`src/dmma_pkg.sv`:
```
package dmma_pkg;
	localparam int ADDR_W         = 32;
	localparam int DATA_W         = 32;
	localparam int BE_W           = 4;
	localparam int MSB_POS        = 31;
	localparam int FIXED_RD_LAT   = 2;
	localparam logic [31:0] FIXED_BASE_DEF = 32'h0000_0000;
	localparam logic [31:0] FIXED_SIZE_DEF = 32'h0001_0000;
	localparam logic [31:0] THREAD_STRIDE_DEF = 32'h0000_1000;
	localparam logic [31:0] CTX_STRIDE_DEF    = 32'h0000_0400;
	localparam logic [31:0] CTX_BASE_DEF      = 32'h0010_0000;
	localparam logic [31:0] CTX_SIZE_DEF      = 32'h0010_0000;

	typedef enum logic [1:0] {
		DMMA_SZ_BYTE = 2'h0,
		DMMA_SZ_HALF = 2'h1,
		DMMA_SZ_WORD = 2'h2
	} dmma_size_t;

	typedef enum logic [1:0] {
		DMMA_IDLE  = 2'h0,
		DMMA_VWAIT = 2'h1
	} dmma_state_t;
endpackage

```
`src/dmma_core.sv`:
```
`timescale 1ns/1ps
// Notes on behaviour
// - All addresses are 32-bit byte addresses, 4 GB space.
// - Read and write data paths to memory are 32 bits wide.
// - Data accesses may be byte, half-word or word sized.
// - Fetches and data use separate masters; data never reaches instruction space.
// - Data address top bit is dropped; data lives in lower half.
// - Fetch address top bit is forced high by hardware.
// - Both data masters use big-endian byte-invariant lane order.
// - Effective data address is register value plus immediate offset.
// - All threads share the same two data and instruction masters.
// - Fixed-latency port returns read data exactly two cycles after request.
// - Address decode picks fixed-latency or variable-latency port automatically.
// - Optional thread partitioning adds a thread-based offset to data address.
// - Current thread and context identifier are exported on a side port.
module dmma_core #(
	parameter int THREAD_W = 3,
	parameter int CTX_W    = 6,
	parameter bit THREAD_PART = 1'b0,
	parameter bit CTX_PART    = 1'b0,
	parameter logic [31:0] FIXED_BASE    = dmma_pkg::FIXED_BASE_DEF,
	parameter logic [31:0] FIXED_SIZE    = dmma_pkg::FIXED_SIZE_DEF,
	parameter logic [31:0] THREAD_STRIDE = dmma_pkg::THREAD_STRIDE_DEF,
	parameter logic [31:0] CTX_BASE      = dmma_pkg::CTX_BASE_DEF,
	parameter logic [31:0] CTX_SIZE      = dmma_pkg::CTX_SIZE_DEF,
	parameter logic [31:0] CTX_STRIDE    = dmma_pkg::CTX_STRIDE_DEF
) (
	// Clock and reset
	input  wire logic                          ref_clk_i,
	input  wire logic                          reset_n_i,
	// Fetch request from the core
	input  wire logic                          if_req_i,
	input  wire logic [dmma_pkg::ADDR_W-1:0]   if_addr_i,
	output logic                               if_ready_o,
	output logic                               if_valid_o,
	output logic [dmma_pkg::DATA_W-1:0]        if_data_o,
	// Data request from the core
	input  wire logic                          ld_req_i,
	input  wire logic                          ld_write_i,
	input  wire logic [dmma_pkg::ADDR_W-1:0]   ld_base_i,
	input  wire logic [15:0]                   ld_imm_i,
	input  wire dmma_pkg::dmma_size_t          ld_size_i,
	input  wire logic [dmma_pkg::DATA_W-1:0]   ld_wdata_i,
	input  wire logic [THREAD_W-1:0]           ld_thread_i,
	input  wire logic [CTX_W-1:0]              ld_ctx_i,
	output logic                               ld_ready_o,
	output logic                               ld_valid_o,
	output logic [dmma_pkg::DATA_W-1:0]        ld_rdata_o,
	// Instruction master
	output logic                               im_read_o,
	output logic [dmma_pkg::ADDR_W-1:0]        im_address_o,
	input  wire logic                          im_waitrequest_i,
	input  wire logic                          im_readdatavalid_i,
	input  wire logic [dmma_pkg::DATA_W-1:0]   im_readdata_i,
	// Fixed-latency data master
	output logic                               fm_read_o,
	output logic                               fm_write_o,
	output logic [dmma_pkg::ADDR_W-1:0]        fm_address_o,
	output logic [dmma_pkg::BE_W-1:0]          fm_byteenable_o,
	output logic [dmma_pkg::DATA_W-1:0]        fm_writedata_o,
	input  wire logic [dmma_pkg::DATA_W-1:0]   fm_readdata_i,
	// Variable-latency data master
	output logic                               vm_read_o,
	output logic                               vm_write_o,
	output logic [dmma_pkg::ADDR_W-1:0]        vm_address_o,
	output logic [dmma_pkg::BE_W-1:0]          vm_byteenable_o,
	output logic [dmma_pkg::DATA_W-1:0]        vm_writedata_o,
	input  wire logic                          vm_waitrequest_i,
	input  wire logic                          vm_readdatavalid_i,
	input  wire logic [dmma_pkg::DATA_W-1:0]   vm_readdata_i,
	// Thread information side port
	output logic [THREAD_W-1:0]                ti_thread_o,
	output logic [CTX_W-1:0]                   ti_context_identifier_o,
	output logic                               ti_valid_o
);
	import dmma_pkg::*;

	////////////////////////////////////////////////////////////////////////////
	// Fetch path: one outstanding fetch at a time

	logic if_busy;

	assign if_ready_o = !if_busy;

	always_ff @(posedge ref_clk_i or negedge reset_n_i) begin
		if (!reset_n_i) begin
			if_busy      <= 1'b0;
			im_read_o    <= 1'b0;
			im_address_o <= 32'h0000_0000;
		end else if (!if_busy) begin
			if (if_req_i) begin
				if_busy      <= 1'b1;
				im_read_o    <= 1'b1;
				im_address_o <= {1'b1, if_addr_i[MSB_POS-1:0]};
			end
		end else begin
			if (im_read_o && !im_waitrequest_i) begin
				im_read_o <= 1'b0;
			end
			if (im_readdatavalid_i) begin
				if_busy <= 1'b0;
			end
		end
	end

	always_ff @(posedge ref_clk_i or negedge reset_n_i) begin
		if (!reset_n_i) begin
			if_valid_o <= 1'b0;
			if_data_o  <= 32'h0000_0000;
		end else begin
			if_valid_o <= if_busy && im_readdatavalid_i;
			if (im_readdatavalid_i) begin
				if_data_o <= im_readdata_i;
			end
		end
	end

	////////////////////////////////////////////////////////////////////////////
	// Data address: register plus immediate, top bit dropped, then partitioned

	logic [31:0] eff_addr;
	logic [31:0] data_addr;
	logic [31:0] phys_addr;
	logic        in_ctx;
	logic        to_fixed;

	assign eff_addr  = ld_base_i + {{16{ld_imm_i[15]}}, ld_imm_i};
	assign data_addr = {1'b0, eff_addr[MSB_POS-1:0]};
	assign in_ctx    = CTX_PART && (data_addr - CTX_BASE) < CTX_SIZE;

	// Offsets are added, not ORed, so regions need no power-of-two alignment
	always_comb begin
		phys_addr = data_addr;
		if (in_ctx) begin
			phys_addr = data_addr + 32'(ld_ctx_i) * CTX_STRIDE;
		end else if (THREAD_PART) begin
			phys_addr = data_addr + 32'(ld_thread_i) * THREAD_STRIDE;
		end
		phys_addr[MSB_POS] = 1'b0;
	end

	assign to_fixed = (phys_addr - FIXED_BASE) < FIXED_SIZE;

	////////////////////////////////////////////////////////////////////////////
	// Lane steering, big-endian byte-invariant

	logic [3:0]  lane_be;
	logic [31:0] lane_wdata;

	always_comb begin
		lane_be    = 4'h0;
		lane_wdata = ld_wdata_i;
		case (ld_size_i)
			DMMA_SZ_BYTE: begin
				lane_be    = 4'h8 >> phys_addr[1:0];
				lane_wdata = {4{ld_wdata_i[7:0]}};
			end
			DMMA_SZ_HALF: begin
				lane_be    = phys_addr[1] ? 4'h3 : 4'hC;
				lane_wdata = {2{ld_wdata_i[15:0]}};
			end
			DMMA_SZ_WORD: begin
				lane_be    = 4'hF;
				lane_wdata = ld_wdata_i;
			end
			default: begin
				lane_be    = 4'h0;
				lane_wdata = ld_wdata_i;
			end
		endcase
	end

	////////////////////////////////////////////////////////////////////////////
	// Data issue and return

	dmma_state_t state;
	logic        vm_pend;
	logic [1:0]  rd_off;
	dmma_size_t  rd_size;
	logic [FIXED_RD_LAT-1:0] fix_pipe;
	logic [31:0] raw_rdata;
	logic        raw_valid;
	logic        issue;

	// Shared by all threads; reads in flight hold off issue, keeping their lane offset
	assign ld_ready_o = (state == DMMA_IDLE) && !fm_read_o && !(|fix_pipe);
	assign issue      = ld_req_i && ld_ready_o;

	always_ff @(posedge ref_clk_i or negedge reset_n_i) begin
		if (!reset_n_i) begin
			state           <= DMMA_IDLE;
			vm_pend         <= 1'b0;
			vm_read_o       <= 1'b0;
			vm_write_o      <= 1'b0;
			vm_address_o    <= 32'h0000_0000;
			vm_byteenable_o <= 4'h0;
			vm_writedata_o  <= 32'h0000_0000;
		end else begin
			case (state)
				DMMA_IDLE: begin
					if (issue && !to_fixed) begin
						state           <= DMMA_VWAIT;
						vm_pend         <= !ld_write_i;
						vm_read_o       <= !ld_write_i;
						vm_write_o      <= ld_write_i;
						vm_address_o    <= {phys_addr[31:2], 2'h0};
						vm_byteenable_o <= lane_be;
						vm_writedata_o  <= lane_wdata;
					end
				end
				DMMA_VWAIT: begin
					if ((vm_read_o || vm_write_o) && !vm_waitrequest_i) begin
						vm_read_o  <= 1'b0;
						vm_write_o <= 1'b0;
						if (vm_write_o) begin
							state <= DMMA_IDLE;
						end
					end
					if (vm_pend && vm_readdatavalid_i) begin
						vm_pend <= 1'b0;
						state   <= DMMA_IDLE;
					end
				end
				default: state <= DMMA_IDLE;
			endcase
		end
	end

	always_ff @(posedge ref_clk_i or negedge reset_n_i) begin
		if (!reset_n_i) begin
			fm_read_o       <= 1'b0;
			fm_write_o      <= 1'b0;
			fm_address_o    <= 32'h0000_0000;
			fm_byteenable_o <= 4'h0;
			fm_writedata_o  <= 32'h0000_0000;
			fix_pipe        <= '0;
		end else begin
			fm_read_o  <= issue && to_fixed && !ld_write_i;
			fm_write_o <= issue && to_fixed && ld_write_i;
			if (issue && to_fixed) begin
				fm_address_o    <= {phys_addr[31:2], 2'h0};
				fm_byteenable_o <= lane_be;
				fm_writedata_o  <= lane_wdata;
			end
			// Data is due exactly two edges after the read strobe
			fix_pipe <= {fm_read_o, fix_pipe[FIXED_RD_LAT-1:1]};
		end
	end

	always_ff @(posedge ref_clk_i or negedge reset_n_i) begin
		if (!reset_n_i) begin
			rd_off  <= 2'h0;
			rd_size <= DMMA_SZ_WORD;
		end else if (issue && !ld_write_i) begin
			rd_off  <= phys_addr[1:0];
			rd_size <= ld_size_i;
		end
	end

	assign raw_valid = fix_pipe[0] || (vm_pend && vm_readdatavalid_i);
	assign raw_rdata = fix_pipe[0] ? fm_readdata_i : vm_readdata_i;

	always_ff @(posedge ref_clk_i or negedge reset_n_i) begin
		if (!reset_n_i) begin
			ld_valid_o <= 1'b0;
			ld_rdata_o <= 32'h0000_0000;
		end else begin
			ld_valid_o <= raw_valid;
			if (raw_valid) begin
				case (rd_size)
					DMMA_SZ_BYTE: ld_rdata_o <= {24'h000000, 8'(raw_rdata >> (5'd24 - 5'(rd_off) * 5'd8))};
					DMMA_SZ_HALF: ld_rdata_o <= {16'h0000, rd_off[1] ? raw_rdata[15:0] : raw_rdata[31:16]};
					default:      ld_rdata_o <= raw_rdata;
				endcase
			end
		end
	end

	////////////////////////////////////////////////////////////////////////////
	// Thread information side port

	always_ff @(posedge ref_clk_i or negedge reset_n_i) begin
		if (!reset_n_i) begin
			ti_thread_o             <= '0;
			ti_context_identifier_o <= '0;
			ti_valid_o              <= 1'b0;
		end else begin
			ti_valid_o <= issue;
			if (issue) begin
				ti_thread_o             <= ld_thread_i;
				ti_context_identifier_o <= ld_ctx_i;
			end
		end
	end

	////////////////////////////////////////////////////////////////////////////
	// Checks

	chk_fetch_msb_high: assert property (@(posedge ref_clk_i)
		disable iff (!reset_n_i) im_read_o |-> im_address_o[31])
		else $error("Fetch address top bit low");
	chk_data_msb_low: assert property (@(posedge ref_clk_i)
		disable iff (!reset_n_i)
		(fm_read_o || fm_write_o || vm_read_o || vm_write_o) |->
		(!fm_address_o[31] && !vm_address_o[31])) else $error("Data address top bit set");
	chk_fixed_two_cycle: assert property (@(posedge ref_clk_i)
		disable iff (!reset_n_i) fm_read_o |-> ##3 ld_valid_o)
		else $error("Fixed read not answered in time");
	chk_route_fixed: assert property (@(posedge ref_clk_i)
		disable iff (!reset_n_i) (issue && to_fixed) |=>
		((fm_read_o || fm_write_o) && !vm_read_o && !vm_write_o))
		else $error("Fixed access misrouted");
	chk_route_var: assert property (@(posedge ref_clk_i)
		disable iff (!reset_n_i) (issue && !to_fixed) |=>
		((vm_read_o || vm_write_o) && !fm_read_o && !fm_write_o))
		else $error("Variable access misrouted");
	chk_byte_lane: assert property (@(posedge ref_clk_i)
		disable iff (!reset_n_i)
		(issue && ld_size_i == DMMA_SZ_BYTE && phys_addr[1:0] == 2'h0) |=>
		(fm_byteenable_o == 4'h8 || vm_byteenable_o == 4'h8))
		else $error("Byte zero not on top lane");
	chk_ea_sum: assert property (@(posedge ref_clk_i)
		disable iff (!reset_n_i) (issue && !THREAD_PART && !CTX_PART) |=>
		(((fm_read_o || fm_write_o) ? fm_address_o : vm_address_o) ==
		($past(ld_base_i + {{16{ld_imm_i[15]}}, ld_imm_i}) & 32'h7FFF_FFFC)))
		else $error("Effective address wrong");
	chk_side_port: assert property (@(posedge ref_clk_i)
		disable iff (!reset_n_i) issue |=> (ti_valid_o && ti_thread_o == $past(ld_thread_i)))
		else $error("Thread number not exported");
	chk_one_data_op: assert property (@(posedge ref_clk_i)
		disable iff (!reset_n_i) (state == DMMA_VWAIT) |=> (!fm_read_o && !fm_write_o))
		else $error("Second data access overlapped");
endmodule

```
`config.mk`:
```
export PLATFORM = sky130hd
export DESIGN_NAME = dmma_core
export DESIGN_NICKNAME = d
export VERILOG_FILES = /design/src/dmma_pkg.sv /design/src/dmma_core.sv
export SDC_FILE = /design/constraint.sdc
export NUM_CORES = 1
export LEC_CHECK = 0
export BUFFER_PORTS_ARGS = -buffer_cell sky130_fd_sc_hd__buf_2
export CORE_MARGIN = 2
export CORE_UTILIZATION = 25
export DETAILED_ROUTE_END_ITERATION = 12
export PLACE_DENSITY = 0.5
export SLEW_MARGIN = 30
export SYNTH_ARGS = -nofsm -noshare
export SYNTH_HDL_FRONTEND = slang
export SYNTH_SLANG_ARGS = --single-unit
export TNS_END_PERCENT = 1
```
`constraint.sdc`:
```
create_clock -name ref_clk_i -period 3 [get_ports ref_clk_i]
set_input_delay 0.6 -clock ref_clk_i [delete_from_list [all_inputs] [get_ports ref_clk_i]]
set_output_delay 0.6 -clock ref_clk_i [all_outputs]
set_load 0.01 [all_outputs]
```
After elaboration in Yosys (flattened, before gate mapping). Index checks and enable logic that the tools add are counted.

$add $sub $neg: 2. Order comparisons: 1. Equality and inequality tests: 10. Shifts and indexed selects: 2. Multiplexer cells: 24. Bitwise operators: 1. Reductions and logical operators: 33.

Operator list (count): 32-bit one-hot mux with 2 select lines (2); 32-bit 2-to-1 mux (1); 32-bit by 5-bit >> shifter with 8-bit output (1); 31-bit adder (1); 31-bit by 17-bit < comparator with 1-bit output (second input constant) (1); 16-bit 2-to-1 mux (1); 1-bit logical AND (12); 4-bit one-hot mux with 3 select lines (1); 1-bit 2-to-1 mux (10); 3-bit AND reduction (3); 2-bit 2-to-1 mux (4); 1-bit logical NOT (7); 2-bit by 1-bit equality test with 1-bit output (second input constant) (3); 2-bit logical NOT (3); 3-bit inequality test (second input constant) (2); 1-bit one-hot mux with 2 select lines (3); 2-bit AND reduction (3); 5-bit subtractor (first input constant) (1); 4-bit 2-to-1 mux (1); 2-bit by 1-bit inequality test with 1-bit output (second input constant) (2); 2-bit inequality test (second input constant) (2); 2-bit one-hot mux with 2 select lines (1); 2-bit nonzero test (2); 4-bit by 2-bit >> shifter with 4-bit output (first input constant) (1); 4 further kinds (5).

Register bits after elaboration: 253. Input port bits: 228. Logic and storage cells: 98.

Longest topological paths before layout. Gate-level depths: netlist of the first run.

Depth in word-level cells: 7. Depth in mapped cells: 16. Gate-level depth less buffers: 13.

Worst setup path after synthesis of the first run. OpenSTA, ideal clock, no wires.

Kind: input-to-reg. Start point: input ld_base_i[0] (netlist bit). End point: register vm_writedata_o[10] (netlist bit). Data arrival time: 3732 ps. Required time: 2875 ps. Setup slack: -857 ps. Stages: 16. Path buffers: 3. Cell sequence: ha_1 -> inv_1 -> fa_1 -> nand2b_1 -> a21oi_1 -> o21ai_1 -> a2111o_1 -> a21oi_1 -> and3b_1 -> nor4bb_1 -> nand4_1 -> and2_1 -> buf_6 -> buf_6 -> buf_6 -> mux2_4.

Longest elaborated chain between the ends: 5.

RTL lines: start: declaration (line dmma_core.sv:40) `input wire logic [dmma_pkg::ADDR_W-1:0] ld_base_i,`; 31-bit adder (line dmma_core.sv:127) `assign eff_addr = ld_base_i + {{16{ld_imm_i[15]}}, ld_imm_i};`; 31-bit by 17-bit < comparator with 1-bit output (line dmma_core.sv:142) `assign to_fixed = (phys_addr - FIXED_BASE) < FIXED_SIZE;`; 1-bit logical NOT (line dmma_core.sv:201) `if (issue && !to_fixed) begin`; 1-bit logical AND (line dmma_core.sv:201); 2-bit AND reduction (no line); end signal: assignment (line dmma_core.sv:208) `vm_writedata_o <= lane_wdata;`; end: declaration (line dmma_core.sv:67) `output logic [dmma_pkg::DATA_W-1:0] vm_writedata_o,`.

No other way between the ends. A chain may end at the register's enable or synchronous reset.

Worst setup path after layout of the first run.
Start point: input ld_imm_i[15]. End point: register fm_writedata_o[13] (netlist bit).

Longest elaborated chain between the ends: 3.

RTL lines: start: declaration (line dmma_core.sv:41) `input wire logic [15:0] ld_imm_i,`; 31-bit adder (line dmma_core.sv:127); 31-bit by 17-bit < comparator with 1-bit output (line dmma_core.sv:142); 1-bit logical AND (line dmma_core.sv:240) `if (issue && to_fixed) begin`; end signal: assignment (line dmma_core.sv:243) `fm_writedata_o <= lane_wdata;`; end: declaration (line dmma_core.sv:60) `output logic [dmma_pkg::DATA_W-1:0] fm_writedata_o,`.

No other way between the ends.

==> run metrics, run 1 <==
status=finished with violations; failing checks=negative setup slack; largest net degree at the start of global routing=95; Sum Neg Setup Slack=-43,740 ps; Worst setup SP type=input port; cts hold-fix bufs=0; Power Dens Cells=726 mW/mm^2; post-synthesis xor/xnor area fraction=0.0154; CTS H-tree lvls=1; input/output buffers=470; Critical Path RT=3480 ps; Netlist cell types=64; GR Util All Layers=0.167; top cells by count, synth=dfrtp_1, mux2_2, nand2_1; CP arrival=3940 ps; Setup WS pre-CTS=-1290 ps; Final Wtd Congestion=0.892; Final Worst Setup Slack=-459 ps; top-count cell post-synth=dfrtp_1; first-pass GRT wire length=68.1 mm; Nets=1,911; CTS Buf Count=31; IO Count=479; Worst-Margin Slew=822 ps; DP Wirelength=34.8 mm; clk sinks=252; worst vdd ir=0.510 mV; Synth Flop Type=dfrtp_1; vias in the first global route=11,055; Hold Path Class=input port to async pin; RSZ-0062 raised after global routing=yes; LEAKAGE=8.98 nW; initial antenna violation count=3; Synth top area share=0.501; die width=228 microns; Final Hold Vio Count=0; mux share of post-synthesis cell area=0.223; number of placement rows=82; critical path class=input port to flop; fmax=0.289 GHz; reg2reg start=state[0]; post-synthesis adder-cell area fraction=0.0315; fin crit period=3460 ps; total congestion overflow=0; Post-Synthesis Cell Area=0.0125 sq mm; Pre-Repair DR Iteration Count=5; Synth Warn #=0; Worst-Skew Late Latency=590 ps; drt first-iter violations=482; Rel. slew slack=0.452; largest family of logic cells by synthesized area=multiplexers; Initial Util=0.251; number of synthesized flops with an enable pin=0; worst setup path end=fm_writedata_o[13]; Synth area leaders=dfrtp_1, mux2_2, mux2_4, ha_1, a21oi_1; CORE AREA=0.0499 sq mm; setup violators final=134; register area share after synthesis=0.503; simple-gate area share of the yosys netlist=0.0853; Vias per Instance=4.52; worst-path fanout max=8; Crit. End Element=flop; via count=10,632; Die Y-Extent=228 microns; Post-Syn Area per Cell=11.8 sq um; Reg-to-Reg End=fm_writedata_o[13]; Die Area=0.0519 sq mm; max cap viols=0; total routed wirelength=44.5 mm; Synth Area in Compound Gates=0.106; asr flop ratio synth=1.00; flop2flop setup slack=650 ps; synthesized instance count=1,065; fraction of layout cells with a size suffix above 1=0.569; biggest area consumer among synthesized cells=dfrtp_1; crit share post-route=1.15; Final Max Slew Viols=0; Max Root-Sink Buffers=3; Critical path origin=ld_imm_i[15]; cell count of the worst reg-to-reg path=7; CTS tree=yes; Worst Skew=26.8 ps; DRC violations left=0; Yosys reg bits=252; Root Buffer=clkbuf_16; clock transition at the registers of the reported paths=60 ps; ANT nets after route=0; synthesis-to-layout area growth=46.3%; drt wl/cell=18.9 microns
worst max-delay path, stage by stage:
cell,delay [ps]
buf_4,140
buf_6,150
ha_4,300
nand4_1,140
buf_6,170
nor4_4,220
o21ai_1,100
o21a_1,230
xnor2_1,150
or4_1,420
a211oi_2,200
nand4_1,160
or2_4,340
buf_12,160
buf_16,140
mux2_4,290
flip-flops by register name, summed over array words and instances, names as in the netlist, 6 cells and up:
signal                   flops
fm_writedata_o              32
if_data_o                   32
im_address_o                32
ld_rdata_o                  32
vm_writedata_o              32
fm_address_o                29
vm_address_o                29
ti_context_identifier_o      6
per-layer routing:
metal,wire [microns],global-route usage
met1,19300,0.218
met4,1060,0.0402
met5,13,0
met2,21800,0.286
met3,2280,0.0301
kinds of logic (layout without fill, tap and decap cells):
family,count (synthesis),after routing
flip-flops,252,252
XOR/XNOR,22,22
adder cells (fa/ha/maj),31,31
other,1,8
AND/OR/NAND/NOR,232,232
buffers and inverters,90,697
AO/OA/AOI/OAI,204,204
multiplexers,233,233
metrics by stage:
stage	cells	hold slack [ps]	instance area (sq um)	util	power (mW)
after global placement	2275	355	16800	0.337	9.32
after floorplan	1070	304	12900	-	7.22
after detailed placement	2275	364	16800	0.337	9.39
final	2351	69.5	18300	0.368	13.3
after CTS	2349	68.7	18300	0.367	13.5
after global routing	2351	96.7	18300	0.368	14.1
cell usage in the layout, fill, tap and decap left out, types with 9 or more instances in the layout:
cell,n
a22o_1,10
buf_12,12
o21ai_0,37
ha_4,16
nand3_1,18
xnor2_1,13
o22ai_1,14
inv_1,18
and2_1,13
ha_1,13
clkbuf_16,31
buf_4,129
a21oi_1,46
mux2i_1,29
mux2_2,163
a21o_1,12
dfrtp_1,250
o21a_1,10
xor2_1,9
nor2_1,68
buf_2,466
a221oi_1,9
nand2_1,73
mux2_4,33
where the power goes:
group          internal [mW]  switching, mW
Clock                   2.37           1.58
Sequential              4.32          0.577
Combinational           2.11           2.34
Total                   8.81           4.49
final cells by class:
| class | count | area, sq um |
|---|---|---|
| Antenna cell | 2 | 5.00 |
| Clock buffer | 39 | 856 |
| Clock inverter | 19 | 228 |
| Fill cell | 5020 | 31500 |
| Inverter | 20 | 75.1 |
| Multi-Input combinational cell | 728 | 6290 |
| Sequential cell | 252 | 6310 |
| Tap cell | 672 | 841 |
| Timing Repair Buffer | 619 | 3730 |
repair_timing:
action	CTS	global route
gates resized for setup	51	11
buffers inserted	13	0
setup endpoints to repair	135	135
endpoints found under the hold margin	0	0
gates cloned	3	0
pin swaps	23	3
worst min-delay path by stage:
stage / start / to / cells past startpoint
after detailed placement: fix_pipe[1] / fix_pipe[0] / 0
after CTS: reset_n_i / ti_thread_o[1] / 1
after global placement: fix_pipe[1] / fix_pipe[0] / 0
after global routing: reset_n_i / ti_thread_o[1] / 1
after floorplan: reset_n_i / fix_pipe[0] / 0
final: reset_n_i / im_address_o[25] / 1
Note: power is estimated with default switching activity, not from simulation.
==> run 2, diff against run 1 <==
Settings changed: BUFFER_PORTS_ARGS -buffer_cell sky130_fd_sc_hd__buf_2 to -buffer_cell sky130_fd_sc_hd__buf_4.
==> run metrics, run 2 (synthesized netlist as in run 1, its figures left out) <==
status=finished with violations; failing checks=negative setup slack; Core Util, Final=0.387; commonest non-fill, non-tap cell in the layout=buf_4; Final Worst Setup Slack=-397 ps; overall power=13.7 mW; Setup WS pre-CTS=-1060 ps; GR Util All Layers=0.173; Post-DP Area=0.0179 sq mm; Worst Skew=11.1 ps; max cap viols=0; most frequent cells in the layout=buf_4, dfrtp_1, mux2_2; Initial Util=0.251; Root Buffer=clkbuf_16; vias in the first global route=10,986; CTS H-tree lvls=1; DRC violations left=0; worst-path fanout max=8; final std cells w/o fill=2,342; Worst setup SP type=input port; antenna cells=0; ANT nets after route=0; initial antenna violation count=0; IO Count=479; Cell Chain, Critical Path=buf_6, ha_4, inv_2, fa_2, nand2b_4, a21oi_4, o21ai_4, a2111o_1, a21oi_1, and3b_2, nor4bb_1, nand4_1, or2_4, buf_12, mux2_4; Worst-Skew Late Latency=570 ps; via count=10,579; DP Wirelength=36.3 mm; CP arrival=3850 ps; total routed wirelength=46.4 mm; Worst path slowest cell=a2111o_1; number of placement rows=82; Final Hold Vio Count=0; input/output buffers=470; Rel. slew slack=0.514; hold path depth=2; total congestion overflow=0; fmax=0.294 GHz; drt first-iter violations=595; hold slack=200 ps; Critical Path RT=3450 ps; CTS Buf Count=31; Final Max Slew Viols=0; drt wl/cell=19.8 microns; die width=228 microns; synthesis-to-layout area growth=54.1%; Placed Cells=2,274; setup violators final=134; fraction of layout cells with a size suffix above 1=0.560; cell count of the worst reg-to-reg path=7; Sum Neg Setup Slack=-42,590 ps; fin crit period=3400 ps; Hold Path Class=input port to flop; Die Area=0.0519 sq mm; Power Dens Cells=709 mW/mm^2; Nets=1,906; Crit. End Element=flop; clock transition at the registers of the reported paths=60 ps; RSZ-0062 raised after global routing=yes; first-pass GRT wire length=70.1 mm; Final Cell Area=0.0193 sq mm; largest net degree at the start of global routing=61; critical path's largest stage delay=460 ps; CORE AREA=0.0499 sq mm; Worst-Margin Slew=727 ps; LEAKAGE=9.19 nW; critical path class=input port to flop; CTS tree=yes; Pre-Repair DR Iteration Count=5; Final Wtd Congestion=0.911; worst vdd ir=0.605 mV; Vias per Instance=4.52; crit share post-route=1.13; Die Y-Extent=228 microns; Max Root-Sink Buffers=3; clk sinks=252
run 2: cell count changes in the layout (fill, tap and decap cells not counted), sizes merged:
cell / change
clkinvlp: -3
clkinv: -7
dlygate4sd3: +1
buf: -6
bufinv: -2
inv: -3
clkbuf: +13
diode: -2
run 2: where the power goes:
| group | total (mW) | internal, mW | leakage, nW | switching (mW) |
|---|---|---|---|---|
| clock network | 3.73 | 2.26 | 0.487 | 1.47 |
| logic | 5.00 | 2.65 | 5.57 | 2.35 |
| registers | 4.96 | 4.33 | 3.14 | 0.634 |
| total | 13.7 | 9.24 | 9.19 | 4.46 |
run 2: final cells by class:
cell class / count / area, sq um
multi-input cells: 728 / 6280
clock inverters: 4 / 72.6
clock buffers: 52 / 935
flip-flops and latches: 252 / 6310
fillers: 5011 / 30500
well taps: 672 / 841
inverters: 20 / 75.1
repair buffers: 614 / 4810
run 2: layer usage:
layer,up-vias,track usage,routed length [microns]
met3,54,0.0275,2140
met5,-,0,0
met2,249,0.306,23500
met4,0,0.0359,774
met1,5278,0.222,20000
li1,4998,-,-
run 2: final timing paths:
path	start	to	slack, ps
worst max-delay path	ld_imm_i[0]	fm_writedata_o[22]	-400
worst min-delay path	ld_write_i	fm_read_o	200
worst max register to register	state[0]	vm_byteenable_o[1]	720
worst min register to register	fix_pipe[1]	fix_pipe[0]	380
max in group asynchronous	reset_n_i	if_data_o[15]	1500
min in group asynchronous	reset_n_i	ti_context_identifier_o[1]	580
run 2: what timing repair did:
action / CTS / global route
resized for setup: 41 / 23
pin swaps: 16 / 14
endpoints found under the setup margin: 134 / 135
hold buffers: 1 / 0
hold endpoints to repair: 47 / 0
gates cloned: 3 / 0
buffers inserted: 6 / 2
run 2: critical path, delay by kind of cell:
kind	cells	cell delay, ps
simple gates	5	1240
fa+ha+maj	2	480
mux	1	300
compound gates	4	910
buf+inv	3	310
==> run 3, diff against run 2 <==
Settings changed: ABC_AREA set to 1, SKIP_CTS_REPAIR_TIMING set to 1.
==> run metrics, run 3 <==
GR Util All Layers=0.178; CP arrival=3190 ps; via count=12,643; critical path class=input port to flop; max cap viols=0; Die Y-Extent=232 microns; first-pass GRT wire length=74.1 mm; synthesis-to-layout area growth=45.8%; Power Dens Cells=695 mW/mm^2; number of synthesized flops with an enable pin=0; vias in the first global route=12,604; largest net degree at the start of global routing=70; status=finished, final reports clean; Max Root-Sink Buffers=3; Synth area leaders=dfrtp_1, nand2_1, mux2_2, inv_1, nand3_1; drt wl/cell=17.2 microns; Critical Path RT=3450 ps; Post-Syn Area per Cell=7.91 sq um; asr flop ratio synth=1.00; clk sinks=252; fin crit period=2740 ps; LEAKAGE=10.5 nW; IO Count=479; Most common cell on crit path=nand2_1; Post-DP Area=0.0180 sq mm; total routed wirelength=49.8 mm; total congestion overflow=0; Cell Chain, Critical Path=buf_4, ha_1, nand2_1, inv_2, nand2_1, inv_1, nand2_1, nand2_1, a21oi_1, nand2_1, buf_4, nand2_1, nand3_1, nor2_1, nand2_1, nor2_1, buf_4, nand2_4, buf_12, nand2_1, nand2_1; number of placement rows=83; Synth Flop Type=dfrtp_1; worst-path fanout max=31; fraction of layout cells with a size suffix above 1=0.318; commonest non-fill, non-tap cell in the layout=nand2_1; ANT nets after route=0; drt first-iter violations=626; DP Wirelength=38.7 mm; Synth top area share=0.481; top-count cell post-synth=nand2_1; Core Util, Final=0.370; Worst-Skew Late Latency=570 ps; Worst path slowest cell=ha_1; Worst setup SP type=input port; top cells by count, synth=nand2_1, dfrtp_1, inv_1; Final Cell Area=0.0190 sq mm; fmax=0.365 GHz; flop2flop setup slack=1000 ps; input/output buffers=470; Crit. End Element=flop; crit share post-route=0.914; Worst Skew=14.6 ps; Final Hold Vio Count=0; CORE AREA=0.0514 sq mm; worst vdd ir=0.399 mV; Die Area=0.0540 sq mm; Synth Warn #=0; Final Wtd Congestion=0.891; CTS H-tree lvls=1; cell count of the worst reg-to-reg path=6; Rel. slew slack=0.509; clock transition at the registers of the reported paths=60 ps; Pre-Repair DR Iteration Count=5; most frequent cells in the layout=nand2_1, buf_4, dfrtp_1; Root Buffer=clkbuf_16; Yosys reg bits=252; critical path's largest stage delay=370 ps; initial antenna violation count=7; Final Max Slew Viols=0; Hold Path Class=input port to async pin; synthesized instance count=1,650; register area share after synthesis=0.483; setup violators final=0; RSZ-0062 raised after global routing=no; Initial Util=0.254; Worst-Margin Slew=736 ps; FILL cells=5,387; Netlist cell types=40; reg2reg start=rd_off[0]; CTS Buf Count=30; die width=232 microns; Reg-to-Reg End=ld_rdata_o[5]; DRC violations left=0; biggest area consumer among synthesized cells=dfrtp_1; hold slack=8.10 ps; Nets=2,456; Post-Synthesis Cell Area=0.0130 sq mm; CTS tree=yes; Vias per Instance=4.36
-- run 3: cell count changes after synthesis, sizes merged, moves of 18 or more --
| cell | previous run | this run |
|---|---|---|
| and2 | 20 | 2 |
| a21oi | 59 | 25 |
| mux2 | 196 | 63 |
| inv | 20 | 162 |
| nand2 | 74 | 742 |
| nand3 | 18 | 97 |
-- run 3: how the worst max path moves through the flow --
stage / slack, ps / start / cells past startpoint / endpoint
after global routing: 40 / ld_imm_i[15] / 21 / fm_byteenable_o[1]
after floorplan: 210 / ld_base_i[0] / 19 / vm_writedata_o[5]
after detailed placement: -330 / ld_imm_i[15] / 21 / fm_address_o[14]
final: 260 / ld_imm_i[15] / 21 / fm_address_o[14]
after CTS: 250 / ld_imm_i[15] / 21 / fm_address_o[14]
after global placement: -340 / ld_imm_i[15] / 21 / fm_address_o[15]
-- run 3: per-layer routing --
layer  share of wire  wire [microns]  global-route usage
met5         0.00026              13                   0
met4           0.033            1630              0.0599
met2            0.48           23800               0.306
met3           0.069            3440              0.0335
met1            0.42           20900               0.224
-- run 3: report_power, final --
group	total, mW	switching (mW)	internal, mW
clock	3.69	1.46	2.23
sequential	4.83	0.571	4.26
combinational	4.69	2.53	2.16
-- run 3: cell type report --
| class | instances | area [sq um] | area share |
|---|---|---|---|
| Multi-Input combinational cell | 1170 | 5770 | 0.303 |
| Clock buffer | 47 | 905 | 0.0476 |
| Clock inverter | 7 | 101 | 0.00533 |
| Timing Repair Buffer | 578 | 4460 | 0.234 |
| Inverter | 165 | 621 | 0.0326 |
| Tap cell | 680 | 851 | 0.0447 |
| Sequential cell | 252 | 6310 | 0.332 |
| Antenna cell | 4 | 10.0 | 0.000526 |
-- run 3: worst max-delay path: cells and delay by family --
| family | cells | cell delay, ps |
|---|---|---|
| adder cells (fa/ha/maj) | 1 | 370 |
| buffers and inverters | 6 | 710 |
| AO/OA/AOI/OAI | 1 | 360 |
| AND/OR/NAND/NOR | 13 | 1120 |
-- run 3: per-stage QoR --
| step | std cells | setup slack [ps] | TNS, ps | power (mW) |
|---|---|---|---|---|
| after floorplan | 1655 | 207 | 0 | 6.89 |
| after global placement | 2845 | -341 | -35460 | 9.59 |
| after detailed placement | 2845 | -333 | -33660 | 9.65 |
| after CTS | 2899 | 252 | 0 | 13.5 |
| after global routing | 2903 | 35.9 | 0 | 14.1 |
| final | 2903 | 258 | 0 | 13.2 |
-- run 3: logic make-up (layout without fill, tap and decap cells) --
| family | count (synthesis) | count (layout) | share of synthesized area |
|---|---|---|---|
| AND/OR/NAND/NOR | 941 | 941 | 0.291 |
| adder cells (fa/ha/maj) | 31 | 31 | 0.0303 |
| XOR/XNOR | 15 | 15 | 0.0101 |
| AO/OA/AOI/OAI | 98 | 98 | 0.0416 |
| buffers and inverters | 233 | 797 | 0.0767 |
| multiplexers | 79 | 79 | 0.0666 |
| flip-flops | 252 | 252 | 0.483 |
| other | 1 | 10 | 0.000287 |
